<file path="config.mk">
export PLATFORM = sky130hd
export DESIGN_NAME = spt_clock_ctrl
export DESIGN_NICKNAME = d
export VERILOG_FILES = /design/src/logic/spt_pkg.sv /design/src/logic/spt_ctl_if.sv /design/src/logic/spt_clock_ctrl.sv /design/src/logic/spt_divider.sv /design/src/logic/spt_wake_qual.sv
export SDC_FILE = /design/constraint.sdc
export NUM_CORES = 1
export LEC_CHECK = 0
export BUFFER_PORTS_ARGS = -buffer_cell sky130_fd_sc_hd__buf_2
export CORE_MARGIN = 4
export CORE_UTILIZATION = 43
export DETAILED_ROUTE_END_ITERATION = 6
export MAX_ROUTING_LAYER = met4
export PLACE_DENSITY = 0.8
export SETUP_SLACK_MARGIN = 0.2
export SLEW_MARGIN = 20
export SYNTH_ARGS = -nofsm -noshare
export SYNTH_HDL_FRONTEND = slang
export SYNTH_SLANG_ARGS = --single-unit
export TNS_END_PERCENT = 5
</file>
<file path="constraint.sdc">
create_clock -name mclk -period 2.85 [get_ports mclk]
set_input_delay 0 -clock mclk [delete_from_list [all_inputs] [get_ports mclk]]
set_output_delay 0 -clock mclk [all_outputs]
set_load 0.02 [all_outputs]
</file>
<file path="src/logic/spt_pkg.sv">
// constants and types shared by the clock prescale, trim and sleep block
package spt_pkg;

    // register word indexes; byte address is four times the index
    localparam logic [7:0] IDX_DIV_CTRL = 8'h26;
    localparam logic [7:0] IDX_OSC_TRIM = 8'h27;
    localparam logic [7:0] IDX_MCU_CTRL = 8'h28;
    localparam logic [7:0] IDX_SLEEP_STAT = 8'h29;
    localparam logic [11:0] ADDR_DIV_CTRL = {2'b00, IDX_DIV_CTRL, 2'b00};
    localparam logic [11:0] ADDR_OSC_TRIM = {2'b00, IDX_OSC_TRIM, 2'b00};
    localparam logic [11:0] ADDR_MCU_CTRL = {2'b00, IDX_MCU_CTRL, 2'b00};
    localparam logic [11:0] ADDR_SLEEP_STAT = {2'b00, IDX_SLEEP_STAT, 2'b00};

    // clock_divider_control fields
    localparam int DCC_UNLOCK_BIT = 7;
    localparam int DCC_SEL_MSB = 3;
    localparam logic [7:0] DCC_UNLOCK_WORD = 8'h80;
    localparam logic [3:0] DCC_SEL_RST_PLAIN = 4'h0;
    localparam logic [3:0] DCC_SEL_RST_DIV8 = 4'h3;
    localparam logic [3:0] DCC_SEL_MAX = 4'h8;

    // oscillator_trim fields
    localparam int TRIM_RANGE_BIT = 7;
    localparam logic [7:0] TRIM_RST = 8'h00;

    // mcu_control_register fields
    localparam int MCU_SLEEP_ALLOW_BIT = 0;
    localparam int MCU_MODE_LSB = 1;
    localparam int MCU_MODE_MSB = 2;

    // timing counts, in cycles
    localparam logic [2:0] UNLOCK_CYC = 3'h4;
    localparam logic [2:0] STANDBY_WAKE_CYC = 3'h6;
    localparam logic [2:0] PDOWN_WAKE_CYC = 3'h6;
    localparam logic [2:0] WAKE_HALT_CYC = 3'h4;

    typedef enum logic [1:0] {
        SLP_IDLE = 2'b00,
        SLP_CONV_QUIET = 2'b01,
        SLP_PDOWN = 2'b10,
        SLP_STANDBY = 2'b11
    } spt_mode_type;

    typedef enum logic [3:0] {
        ST_RUN = 4'b0001,
        ST_SLEEP = 4'b0010,
        ST_START = 4'b0100,
        ST_HALT = 4'b1000
    } spt_state_type;

endpackage

</file>
<file path="src/logic/spt_ctl_if.sv">
// internal carrier between the top and its divider and wake qualifier
`timescale 1ns/100ps
`default_nettype none
interface spt_ctl_if;
    import spt_pkg::*;
    logic [3:0] div_sel;
    logic div_tick;
    spt_mode_type sleep_mode;
    logic wake_hit;
    modport top (output div_sel, output sleep_mode, input div_tick, input wake_hit);
    modport divider (input div_sel, output div_tick);
    modport waker (input sleep_mode, output wake_hit);
endinterface
`default_nettype wire

</file>
<file path="src/logic/spt_clock_ctrl.sv">
// system clock prescaler, oscillator trim and sleep control with AHB-Lite slave
//
// Added by the designer: the AHB-Lite register port.
`timescale 1ns/100ps
`default_nettype none

// Overview of operation
// - first edge after reset release loads factory trim value into trim
// - software rewrites trim anytime, retunes immediately
// - trim bit 7 picks low or high range
// - low seven trim bits tune monotonically
// - divider control register layout and address
// - divider control bits 6..4 read zero
// - unlock set only by exact unlock word
// - unlock clears after four cycles or select write
// - repeated unlock write neither restarts nor clears
// - reset select from divide-by-eight fuse
// - unlocked select accepts any value
// - codes 0..8 divide by two to code
// - divided clock drives core and peripherals
// - idle stops core and flash, wakes broadly
// - deep modes wake on external level, pin change or watchdog only
// - sleep needs allow bit, mode field selects
// - power-down stops oscillator, few wake sources
// - standby like power-down, oscillator on, six cycles
// - wake halts core four cycles after start-up
module spt_clock_ctrl
    import spt_pkg::*;
(
    input wire logic mclk,
    input wire logic resetn,
    // AHB-Lite slave
    input wire logic hsel,
    input wire logic [31:0] haddr,
    input wire logic [1:0] htrans,
    input wire logic hwrite,
    input wire logic [2:0] hsize,
    input wire logic [31:0] hwdata,
    input wire logic hready,
    output logic [31:0] hrdata,
    output logic hreadyout,
    output logic hresp,
    // factory straps, caught after reset release
    input wire logic [7:0] factory_trim,
    input wire logic divide_by_eight_fuse,
    // core sleep instruction and interrupt requests
    input wire logic sleep_exec,
    input wire logic ext_irq_level,
    input wire logic ext_irq_edge,
    input wire logic pin_change_irq,
    input wire logic mem_ready_irq,
    input wire logic conv_done_irq,
    input wire logic other_irq,
    input wire logic wdt_irq,
    // oscillator control
    output logic [7:0] oscillator_trim,
    output logic trim_range_select,
    output logic [6:0] trim_fine_tune,
    output logic osc_run,
    // clock domain enables and core halt
    output logic cpu_clk_en,
    output logic flash_clk_en,
    output logic io_clk_en,
    output logic adc_clk_en,
    output logic core_halt,
    output logic wake_done
);
    spt_ctl_if ctl ();

    logic load_done_reg;
    logic [7:0] trim_reg;
    logic [3:0] div_select_reg;
    logic divider_change_unlock_reg;
    logic [2:0] unlock_cnt_reg;
    logic sleep_allow_bit_reg;
    spt_mode_type mode_field_reg;
    spt_mode_type act_mode_reg;
    spt_state_type state_reg;
    logic [2:0] wait_cnt_reg;
    logic wake_done_reg;

    // bus address phase capture
    logic dph_valid_reg;
    logic dph_write_reg;
    logic [7:0] dph_idx_reg;
    logic [31:0] rd_word;
    logic addr_phase;
    logic wr_dcc;
    logic wr_trim;
    logic wr_mcu;
    logic [7:0] wbyte;
    logic unlock_set;
    logic sel_write;

    // word index decode; anything outside the low window is unmapped
    function automatic logic idx_hit(input logic [31:0] addr, input logic [7:0] idx);
        return (addr[31:10] == 22'h000000) && (addr[9:2] == idx);
    endfunction

    // start-up cycles counted before the post-wake halt
    function automatic logic [2:0] startup_cycles(input spt_mode_type m);
        logic [2:0] n;
        n = 3'h0;
        if (m == SLP_PDOWN) begin
            n = PDOWN_WAKE_CYC;
        end else if (m == SLP_STANDBY) begin
            n = STANDBY_WAKE_CYC;
        end
        return n;
    endfunction

    spt_divider u_divider (
        .mclk(mclk),
        .resetn(resetn),
        .ctl(ctl.divider)
    );

    spt_wake_qual u_wake_qual (
        .ctl(ctl.waker),
        .ext_irq_level(ext_irq_level),
        .ext_irq_edge(ext_irq_edge),
        .pin_change_irq(pin_change_irq),
        .mem_ready_irq(mem_ready_irq),
        .conv_done_irq(conv_done_irq),
        .other_irq(other_irq),
        .wdt_irq(wdt_irq)
    );

    assign ctl.div_sel = div_select_reg;
    assign ctl.sleep_mode = act_mode_reg;

    // zero-wait slave, always OKAY
    assign hreadyout = 1'b1;
    assign hresp = 1'b0;
    assign addr_phase = hsel && htrans[1] && hready;

    // address phase is held for the following data phase
    always_ff @(posedge mclk or negedge resetn) begin
        if (!resetn) begin
            dph_valid_reg <= 1'b0;
            dph_write_reg <= 1'b0;
            dph_idx_reg <= 8'h00;
        end else if (hready) begin
            dph_valid_reg <= addr_phase && (haddr[31:10] == 22'h000000);
            dph_write_reg <= hwrite;
            dph_idx_reg <= haddr[9:2];
        end
    end

    // write strobes, taken in the data phase from the low byte lane
    assign wbyte = hwdata[7:0];
    assign wr_dcc = dph_valid_reg && dph_write_reg && (dph_idx_reg == IDX_DIV_CTRL);
    assign wr_trim = dph_valid_reg && dph_write_reg && (dph_idx_reg == IDX_OSC_TRIM);
    assign wr_mcu = dph_valid_reg && dph_write_reg && (dph_idx_reg == IDX_MCU_CTRL);

    // unlock only on the exact word, and never re-armed while open
    assign unlock_set = wr_dcc && (wbyte == DCC_UNLOCK_WORD)
        && !divider_change_unlock_reg;
    // select write: unlocked and unlock bit written as zero
    assign sel_write = wr_dcc && divider_change_unlock_reg && !wbyte[DCC_UNLOCK_BIT];

    // straps are caught on the first edge after reset release
    always_ff @(posedge mclk or negedge resetn) begin
        if (!resetn) begin
            load_done_reg <= 1'b0;
        end else begin
            load_done_reg <= 1'b1;
        end
    end

    // oscillator trim: factory value after reset, then free software access
    always_ff @(posedge mclk or negedge resetn) begin
        if (!resetn) begin
            trim_reg <= TRIM_RST;
        end else if (!load_done_reg) begin
            trim_reg <= factory_trim;
        end else if (wr_trim) begin
            trim_reg <= wbyte;
        end
    end

    // trim drives the oscillator straight from the register
    assign oscillator_trim = trim_reg;
    assign trim_range_select = trim_reg[TRIM_RANGE_BIT];
    assign trim_fine_tune = trim_reg[TRIM_RANGE_BIT-1:0];

    // divider select: fuse dependent start, changed only when unlocked
    always_ff @(posedge mclk or negedge resetn) begin
        if (!resetn) begin
            div_select_reg <= DCC_SEL_RST_PLAIN;
        end else if (!load_done_reg) begin
            div_select_reg <= divide_by_eight_fuse ? DCC_SEL_RST_DIV8
                : DCC_SEL_RST_PLAIN;
        end else if (sel_write) begin
            div_select_reg <= wbyte[DCC_SEL_MSB:0];
        end
        // locked writes fall through and change nothing
    end

    // unlock window counted in divided core cycles
    always_ff @(posedge mclk or negedge resetn) begin
        if (!resetn) begin
            divider_change_unlock_reg <= 1'b0;
            unlock_cnt_reg <= 3'h0;
        end else if (unlock_set) begin
            divider_change_unlock_reg <= 1'b1;
            unlock_cnt_reg <= 3'h0;
        end else if (sel_write) begin
            divider_change_unlock_reg <= 1'b0;
            unlock_cnt_reg <= 3'h0;
        end else if (divider_change_unlock_reg && ctl.div_tick) begin
            if (unlock_cnt_reg == 3'(UNLOCK_CYC - 3'h1)) begin
                divider_change_unlock_reg <= 1'b0;
                unlock_cnt_reg <= 3'h0;
            end else begin
                unlock_cnt_reg <= 3'(unlock_cnt_reg + 3'h1);
            end
        end
    end

    // sleep allow bit and mode field
    always_ff @(posedge mclk or negedge resetn) begin
        if (!resetn) begin
            sleep_allow_bit_reg <= 1'b0;
            mode_field_reg <= SLP_IDLE;
        end else if (wr_mcu) begin
            sleep_allow_bit_reg <= wbyte[MCU_SLEEP_ALLOW_BIT];
            mode_field_reg <= spt_mode_type'(wbyte[MCU_MODE_MSB:MCU_MODE_LSB]);
        end
    end

    // sleep sequencer: run, sleep, oscillator start-up, post-wake halt
    always_ff @(posedge mclk or negedge resetn) begin
        if (!resetn) begin
            state_reg <= ST_RUN;
            act_mode_reg <= SLP_IDLE;
            wait_cnt_reg <= 3'h0;
            wake_done_reg <= 1'b0;
        end else begin
            wake_done_reg <= 1'b0;
            unique case (state_reg)
                ST_RUN: begin
                    if (sleep_exec && sleep_allow_bit_reg) begin
                        state_reg <= ST_SLEEP;
                        act_mode_reg <= mode_field_reg;
                    end
                end
                ST_SLEEP: begin
                    if (ctl.wake_hit) begin
                        wait_cnt_reg <= 3'h0;
                        if (startup_cycles(act_mode_reg) == 3'h0) begin
                            state_reg <= ST_HALT;
                        end else begin
                            state_reg <= ST_START;
                        end
                    end
                end
                ST_START: begin
                    if (wait_cnt_reg == 3'(startup_cycles(act_mode_reg) - 3'h1)) begin
                        state_reg <= ST_HALT;
                        wait_cnt_reg <= 3'h0;
                    end else begin
                        wait_cnt_reg <= 3'(wait_cnt_reg + 3'h1);
                    end
                end
                ST_HALT: begin
                    if (wait_cnt_reg == 3'(WAKE_HALT_CYC - 3'h1)) begin
                        state_reg <= ST_RUN;
                        wait_cnt_reg <= 3'h0;
                        wake_done_reg <= 1'b1;
                    end else begin
                        wait_cnt_reg <= 3'(wait_cnt_reg + 3'h1);
                    end
                end
                default: begin
                    state_reg <= ST_RUN;
                    wait_cnt_reg <= 3'h0;
                end
            endcase
        end
    end

    // clock domain gating from the divided enable and sleep state
    always_comb begin
        cpu_clk_en = ctl.div_tick && (state_reg == ST_RUN);
        flash_clk_en = ctl.div_tick && (state_reg == ST_RUN);
        io_clk_en = ctl.div_tick && ((state_reg == ST_RUN)
            || ((state_reg == ST_SLEEP) && (act_mode_reg == SLP_IDLE)));
        adc_clk_en = ctl.div_tick && ((state_reg == ST_RUN)
            || ((state_reg == ST_SLEEP) && ((act_mode_reg == SLP_IDLE)
            || (act_mode_reg == SLP_CONV_QUIET))));
        // only power-down stops the oscillator
        osc_run = !((state_reg == ST_SLEEP) && (act_mode_reg == SLP_PDOWN));
    end

    assign core_halt = (state_reg != ST_RUN);
    assign wake_done = wake_done_reg;

    // read mux; reserved and unmapped bits read zero
    always_comb begin
        rd_word = 32'h00000000;
        unique case (dph_idx_reg)
            IDX_DIV_CTRL: begin
                rd_word[DCC_UNLOCK_BIT] = divider_change_unlock_reg;
                rd_word[DCC_SEL_MSB:0] = div_select_reg;
            end
            IDX_OSC_TRIM: rd_word[7:0] = trim_reg;
            IDX_MCU_CTRL: begin
                rd_word[MCU_SLEEP_ALLOW_BIT] = sleep_allow_bit_reg;
                rd_word[MCU_MODE_MSB:MCU_MODE_LSB] = mode_field_reg;
            end
            IDX_SLEEP_STAT: begin
                rd_word[3:0] = state_reg;
                rd_word[5:4] = act_mode_reg;
                rd_word[6] = osc_run;
            end
            default: rd_word = 32'h00000000;
        endcase
        if (!dph_valid_reg || dph_write_reg) begin
            rd_word = 32'h00000000;
        end
    end

    assign hrdata = rd_word;

endmodule
`default_nettype wire

</file>
<file path="src/logic/spt_divider.sv">
// glitch-free power-of-two system clock enable generator
`timescale 1ns/100ps
`default_nettype none
module spt_divider
    import spt_pkg::*;
(
    input wire logic mclk,
    input wire logic resetn,
    spt_ctl_if.divider ctl
);
    logic [7:0] cnt_reg;
    logic [3:0] act_sel_reg;
    logic [7:0] cur_mask;

    // period mask for a select code; reserved codes clamp to the largest
    function automatic logic [7:0] sel_mask(input logic [3:0] sel);
        logic [8:0] one_hot;
        one_hot = 9'h001 << ((sel > DCC_SEL_MAX) ? DCC_SEL_MAX : sel);
        return 8'((one_hot - 9'h001));
    endfunction

    assign cur_mask = sel_mask(act_sel_reg);
    // one enable pulse per divided period
    assign ctl.div_tick = ((cnt_reg & cur_mask) == cur_mask);

    // new factor only taken at a period boundary, so no short period
    always_ff @(posedge mclk or negedge resetn) begin
        if (!resetn) begin
            act_sel_reg <= DCC_SEL_RST_PLAIN;
            cnt_reg <= 8'h00;
        end else if (ctl.div_tick && (act_sel_reg != ctl.div_sel)) begin
            act_sel_reg <= ctl.div_sel;
            cnt_reg <= 8'h00;
        end else begin
            cnt_reg <= 8'(cnt_reg + 8'h01);
        end
    end
endmodule
`default_nettype wire

</file>
<file path="src/logic/spt_wake_qual.sv">
// picks the interrupt sources allowed to wake the chip in each sleep mode
`timescale 1ns/100ps
`default_nettype none
module spt_wake_qual
    import spt_pkg::*;
(
    spt_ctl_if.waker ctl,
    input wire logic ext_irq_level,
    input wire logic ext_irq_edge,
    input wire logic pin_change_irq,
    input wire logic mem_ready_irq,
    input wire logic conv_done_irq,
    input wire logic other_irq,
    input wire logic wdt_irq
);
    // deeper modes only see the level form of the external line
    always_comb begin
        unique case (ctl.sleep_mode)
            SLP_IDLE: ctl.wake_hit = ext_irq_level | ext_irq_edge | pin_change_irq
                | mem_ready_irq | conv_done_irq | other_irq | wdt_irq;
            SLP_CONV_QUIET: ctl.wake_hit = ext_irq_level | pin_change_irq
                | mem_ready_irq | conv_done_irq | wdt_irq;
            SLP_PDOWN: ctl.wake_hit = ext_irq_level | pin_change_irq | wdt_irq;
            SLP_STANDBY: ctl.wake_hit = ext_irq_level | pin_change_irq | wdt_irq;
        endcase
    end
endmodule
`default_nettype wire

</file>
==> flow_metrics.py <==
metrics = {
    "status": {
        "status": "finished, final reports clean",
    },
    "synthesis": {
        "synthAdderAreaFrac": 0.0260,
        "synth.avg_cell_area_um2": 9.80,
        "synth_compound_area_frac": 0.113,
        "synth_top_family_by_area": "simple AND/OR/NAND/NOR gates",
        "synth-async-reset-ratio": 1.00,
        "yosys_warnings": 0,
        "synth_mux_area_frac": 0.107,
        "ys_seq_area_frac": 0.398,
        "synth_xor_xnor_area_share": 0.0348,
        "syn_inst": 334,
        "synth-simple-area-share": 0.213,
        "synth.cell_area_mm2": 0.00327,
        "synthFlopType": "dfrtp_1",
        "synth-edff-count": 0,
        "ys_ff_latch": 52,
        "ys_types": 60,
    },
    "drt": {
        "dr_wl_met3_um": 525,
        "ant_nets": 0,
        "drtPass1Iterations": 4,
        "vias": 2872,
        "initialDrtViolationCount": 151,
        "drcViolationCount": 0,
        "wirelength_mm": 8.27,
        "wl_per_cell_um": 15.1,
        "wl_met2_mm": 4.23,
        "highest_layer": "met4",
        "wl_met1_mm": 3.36,
        "avgViaCountPerCell": 5.23,
    },
    "power_and_ir_drop": {
        "powerDensity_mw_per_mm2": 645,
        "netSwitchingFraction": 0.373,
        "p_leak_nw": 1.98,
        "p_sw_w": 0.00101,
        "p_int_w": 0.00169,
        "pwr-share-comb": 0.465,
        "power_frac_clock": 0.191,
        "seq_power_share": 0.344,
        "vdd_drop_max_v": 0.000341,
    },
    "timing": {
        "finalSetupTns_ns": 0,
        "fmax_mhz": 362,
        "slew_violations": 0,
        "setup_viol": 0,
        "grt_setup_unrepaired": "yes",
        "period_needed_ns": 2.76,
        "worst_slew_pin_slew_ns": 0.752,
        "fin_hold_ws_ns": 0.0150,
        "hold_violations": 0,
        "fin_worst_skew_ns": 0.00686,
        "max-slew-margin-rel": 0.498,
        "fin_crit_sh": 0.968,
    },
    "setup_path": {
        "worst_setup_path_end_kind": "output port",
        "cp_slowest_cell": "or4b_4",
        "crit_chain": "or4b_4, ha_4, nand2b_1, o32ai_1, or4_4, buf_12, nor4_4, buf_4",
        "cp.required_ns": 2.85,
        "cp_max_fo": 4,
        "setup.worst_path.start_class": "register",
        "cp_slowest_stage_delay_ns": 0.55,
        "worstSetupPathType": "reg -> out",
        "cp.arrival_ns": 2.76,
    },
    "die": {
        "dieHeight_um": 95.2,
        "row_count": 31,
        "die_w_um": 95.2,
        "start_util": 0.446,
        "core-area_mm2": 0.00733,
        "ios": 148,
        "die_area_mm2": 0.00907,
    },
    "worst_hold_path": {
        "min_path_type": "in -> reg",
    },
    "cts": {
        "cts_tree": "done",
        "cts_sinks": 52,
        "cts_buffers": 5,
        "clock_latency_ns": 0.31,
        "htree_levels": 2,
        "cts_buffer_depth": 2,
        "root_buffer": "clkbuf_8",
        "clkTransAtPathRegs_ns": 0.10,
    },
    "grt": {
        "grt_pass1_wl_mm": 13.2,
        "gr-total-overflow": 0,
        "grt_max_degree": 26,
        "track_usage": 0.189,
        "antenna_found_initial": 0,
        "grt_pass1_vias": 2804,
    },
    "placed_design": {
        "routabilityCongestion": 0.906,
        "dp.cells": 511,
        "io_buffers": 91,
        "hpwl_mm": 6.20,
    },
    "layout": {
        "fin_cells": 549,
        "layout-drive-gt1-share": 0.324,
        "nNetsFinal": 546,
        "area_growth_pct": 28.0,
        "fillers": 595,
        "seq_area_mm2": 0.00130,
        "multiInputGateArea_mm2": 0.00175,
        "diodes": 0,
    },
    "job": {
        "maxCapViolations": 0,
    },
}
-- cell usage after synthesis, drive strengths merged (8+ instances only) --
| master | number | share of area |
|---|---|---|
| nor2 | 34 | 0.041 |
| nand2 | 23 | 0.026 |
| nand2b | 8 | 0.015 |
| xor2 | 10 | 0.027 |
| buf | 40 | 0.090 |
| nand3 | 8 | 0.012 |
| mux2i | 16 | 0.049 |
| mux2 | 17 | 0.058 |
| nor4 | 9 | 0.022 |
| o21ai | 9 | 0.015 |
| a21oi | 16 | 0.024 |
| dfrtp | 51 | 0.39 |
-- critical path, delay by kind of cell (launching register included) --
kind	cells	cell delay, ns
buffers and inverters	2	0.36
DFF	1	0.39
and+or+nand+nor	4	1.44
AOI/OAI and AO/OA	1	0.08
adders and majority gates	1	0.19
-- metrics by stage --
stage               area [um2]  power, W  utilization  setup slack, ns
floorplan                 3400   0.00171            -            0.170
global placement          3700   0.00192        0.505            0.216
detailed placement        3750   0.00196        0.512            0.151
CTS                       4180   0.00266        0.570            0.106
global route              4190   0.00284        0.572         0.000438
finish                    4190   0.00270        0.572           0.0905
-- final cells by class --
type                    count  area share
clock inverters             3      0.0102
clock buffers               5      0.0164
repair buffers            129       0.208
multi-input cells         254       0.419
flip-flops and latches     52       0.311
well taps                  99      0.0296
inverters                   7     0.00627
-- repair_timing --
action | CTS | global route
buffers inserted | 4 | 0
hold buffers | 26 | 0
endpoints found under the hold margin | 54 | 0
setup endpoints to repair | 10 | 21
gates cloned | 0 | 0
resized for setup | 5 | 3
pin swaps | 3 | 8
-- cell families (layout without fill, tap and decap cells) --
group	count (synthesis)	after routing
AO/OA/AOI/OAI	54	54
XOR/XNOR	13	13
adder cells (fa/ha/maj)	7	7
buffers and inverters	53	144
flip-flops	52	52
multiplexers	33	33
other	2	27
AND/OR/NAND/NOR	120	120
-- worst paths after layout --
path,startpoint,to,slack [ns],cells after the start
max,u_divider.act_sel_reg[2],flash_clk_en,0.09,8
min,hwdata[3],ctl.div_sel[3],0.01,3
max reg2reg,u_divider.act_sel_reg[2],unlock_cnt_reg[0],0.12,9
min reg2reg,unlock_cnt_reg[2],unlock_cnt_reg[2],0.50,2
max in group asynchronous,resetn,dph_idx_reg[2],2.20,4
min in group asynchronous,resetn,u_divider.cnt_reg[1],0.07,2
-- per-layer routing --
| layer | vias to the layer above | track usage |
|---|---|---|
| li1 | 1360 | - |
| met1 | 1370 | 0.238 |
| met2 | 127 | 0.321 |
| met3 | 15 | 0.0174 |
| met4 | 0 | 0.0589 |
| met5 | - | - |
-- power by group through the flow --
stage / clock [W] / combinational [W] / sequential [W]
2_1_floorplan: 0 / 0.000792 / 0.000921
3_5_place_dp: 0 / 0.00103 / 0.000939
6_report: 0.000515 / 0.00126 / 0.000929
4_1_cts: 0.000523 / 0.00122 / 0.000925
3_3_place_gp: 0 / 0.000987 / 0.000935
5_1_grt: 0.000553 / 0.00134 / 0.000945
-- placed cells by master (no fill, tap or decap), types with 6 or more instances in the layout --
cell,instances
nor2b_1,6
nand3_1,8
conb_1,27
o21ai_0,7
nor4_1,7
mux2_2,17
dlygate4sd3_1,26
buf_2,87
mux2i_1,16
buf_4,10
dfrtp_1,51
nor2_1,33
inv_1,7
xor2_1,10
nand2b_1,8
a22oi_1,6
a21oi_1,16
nand2_1,22
Note: power is estimated with default switching activity, not from simulation.
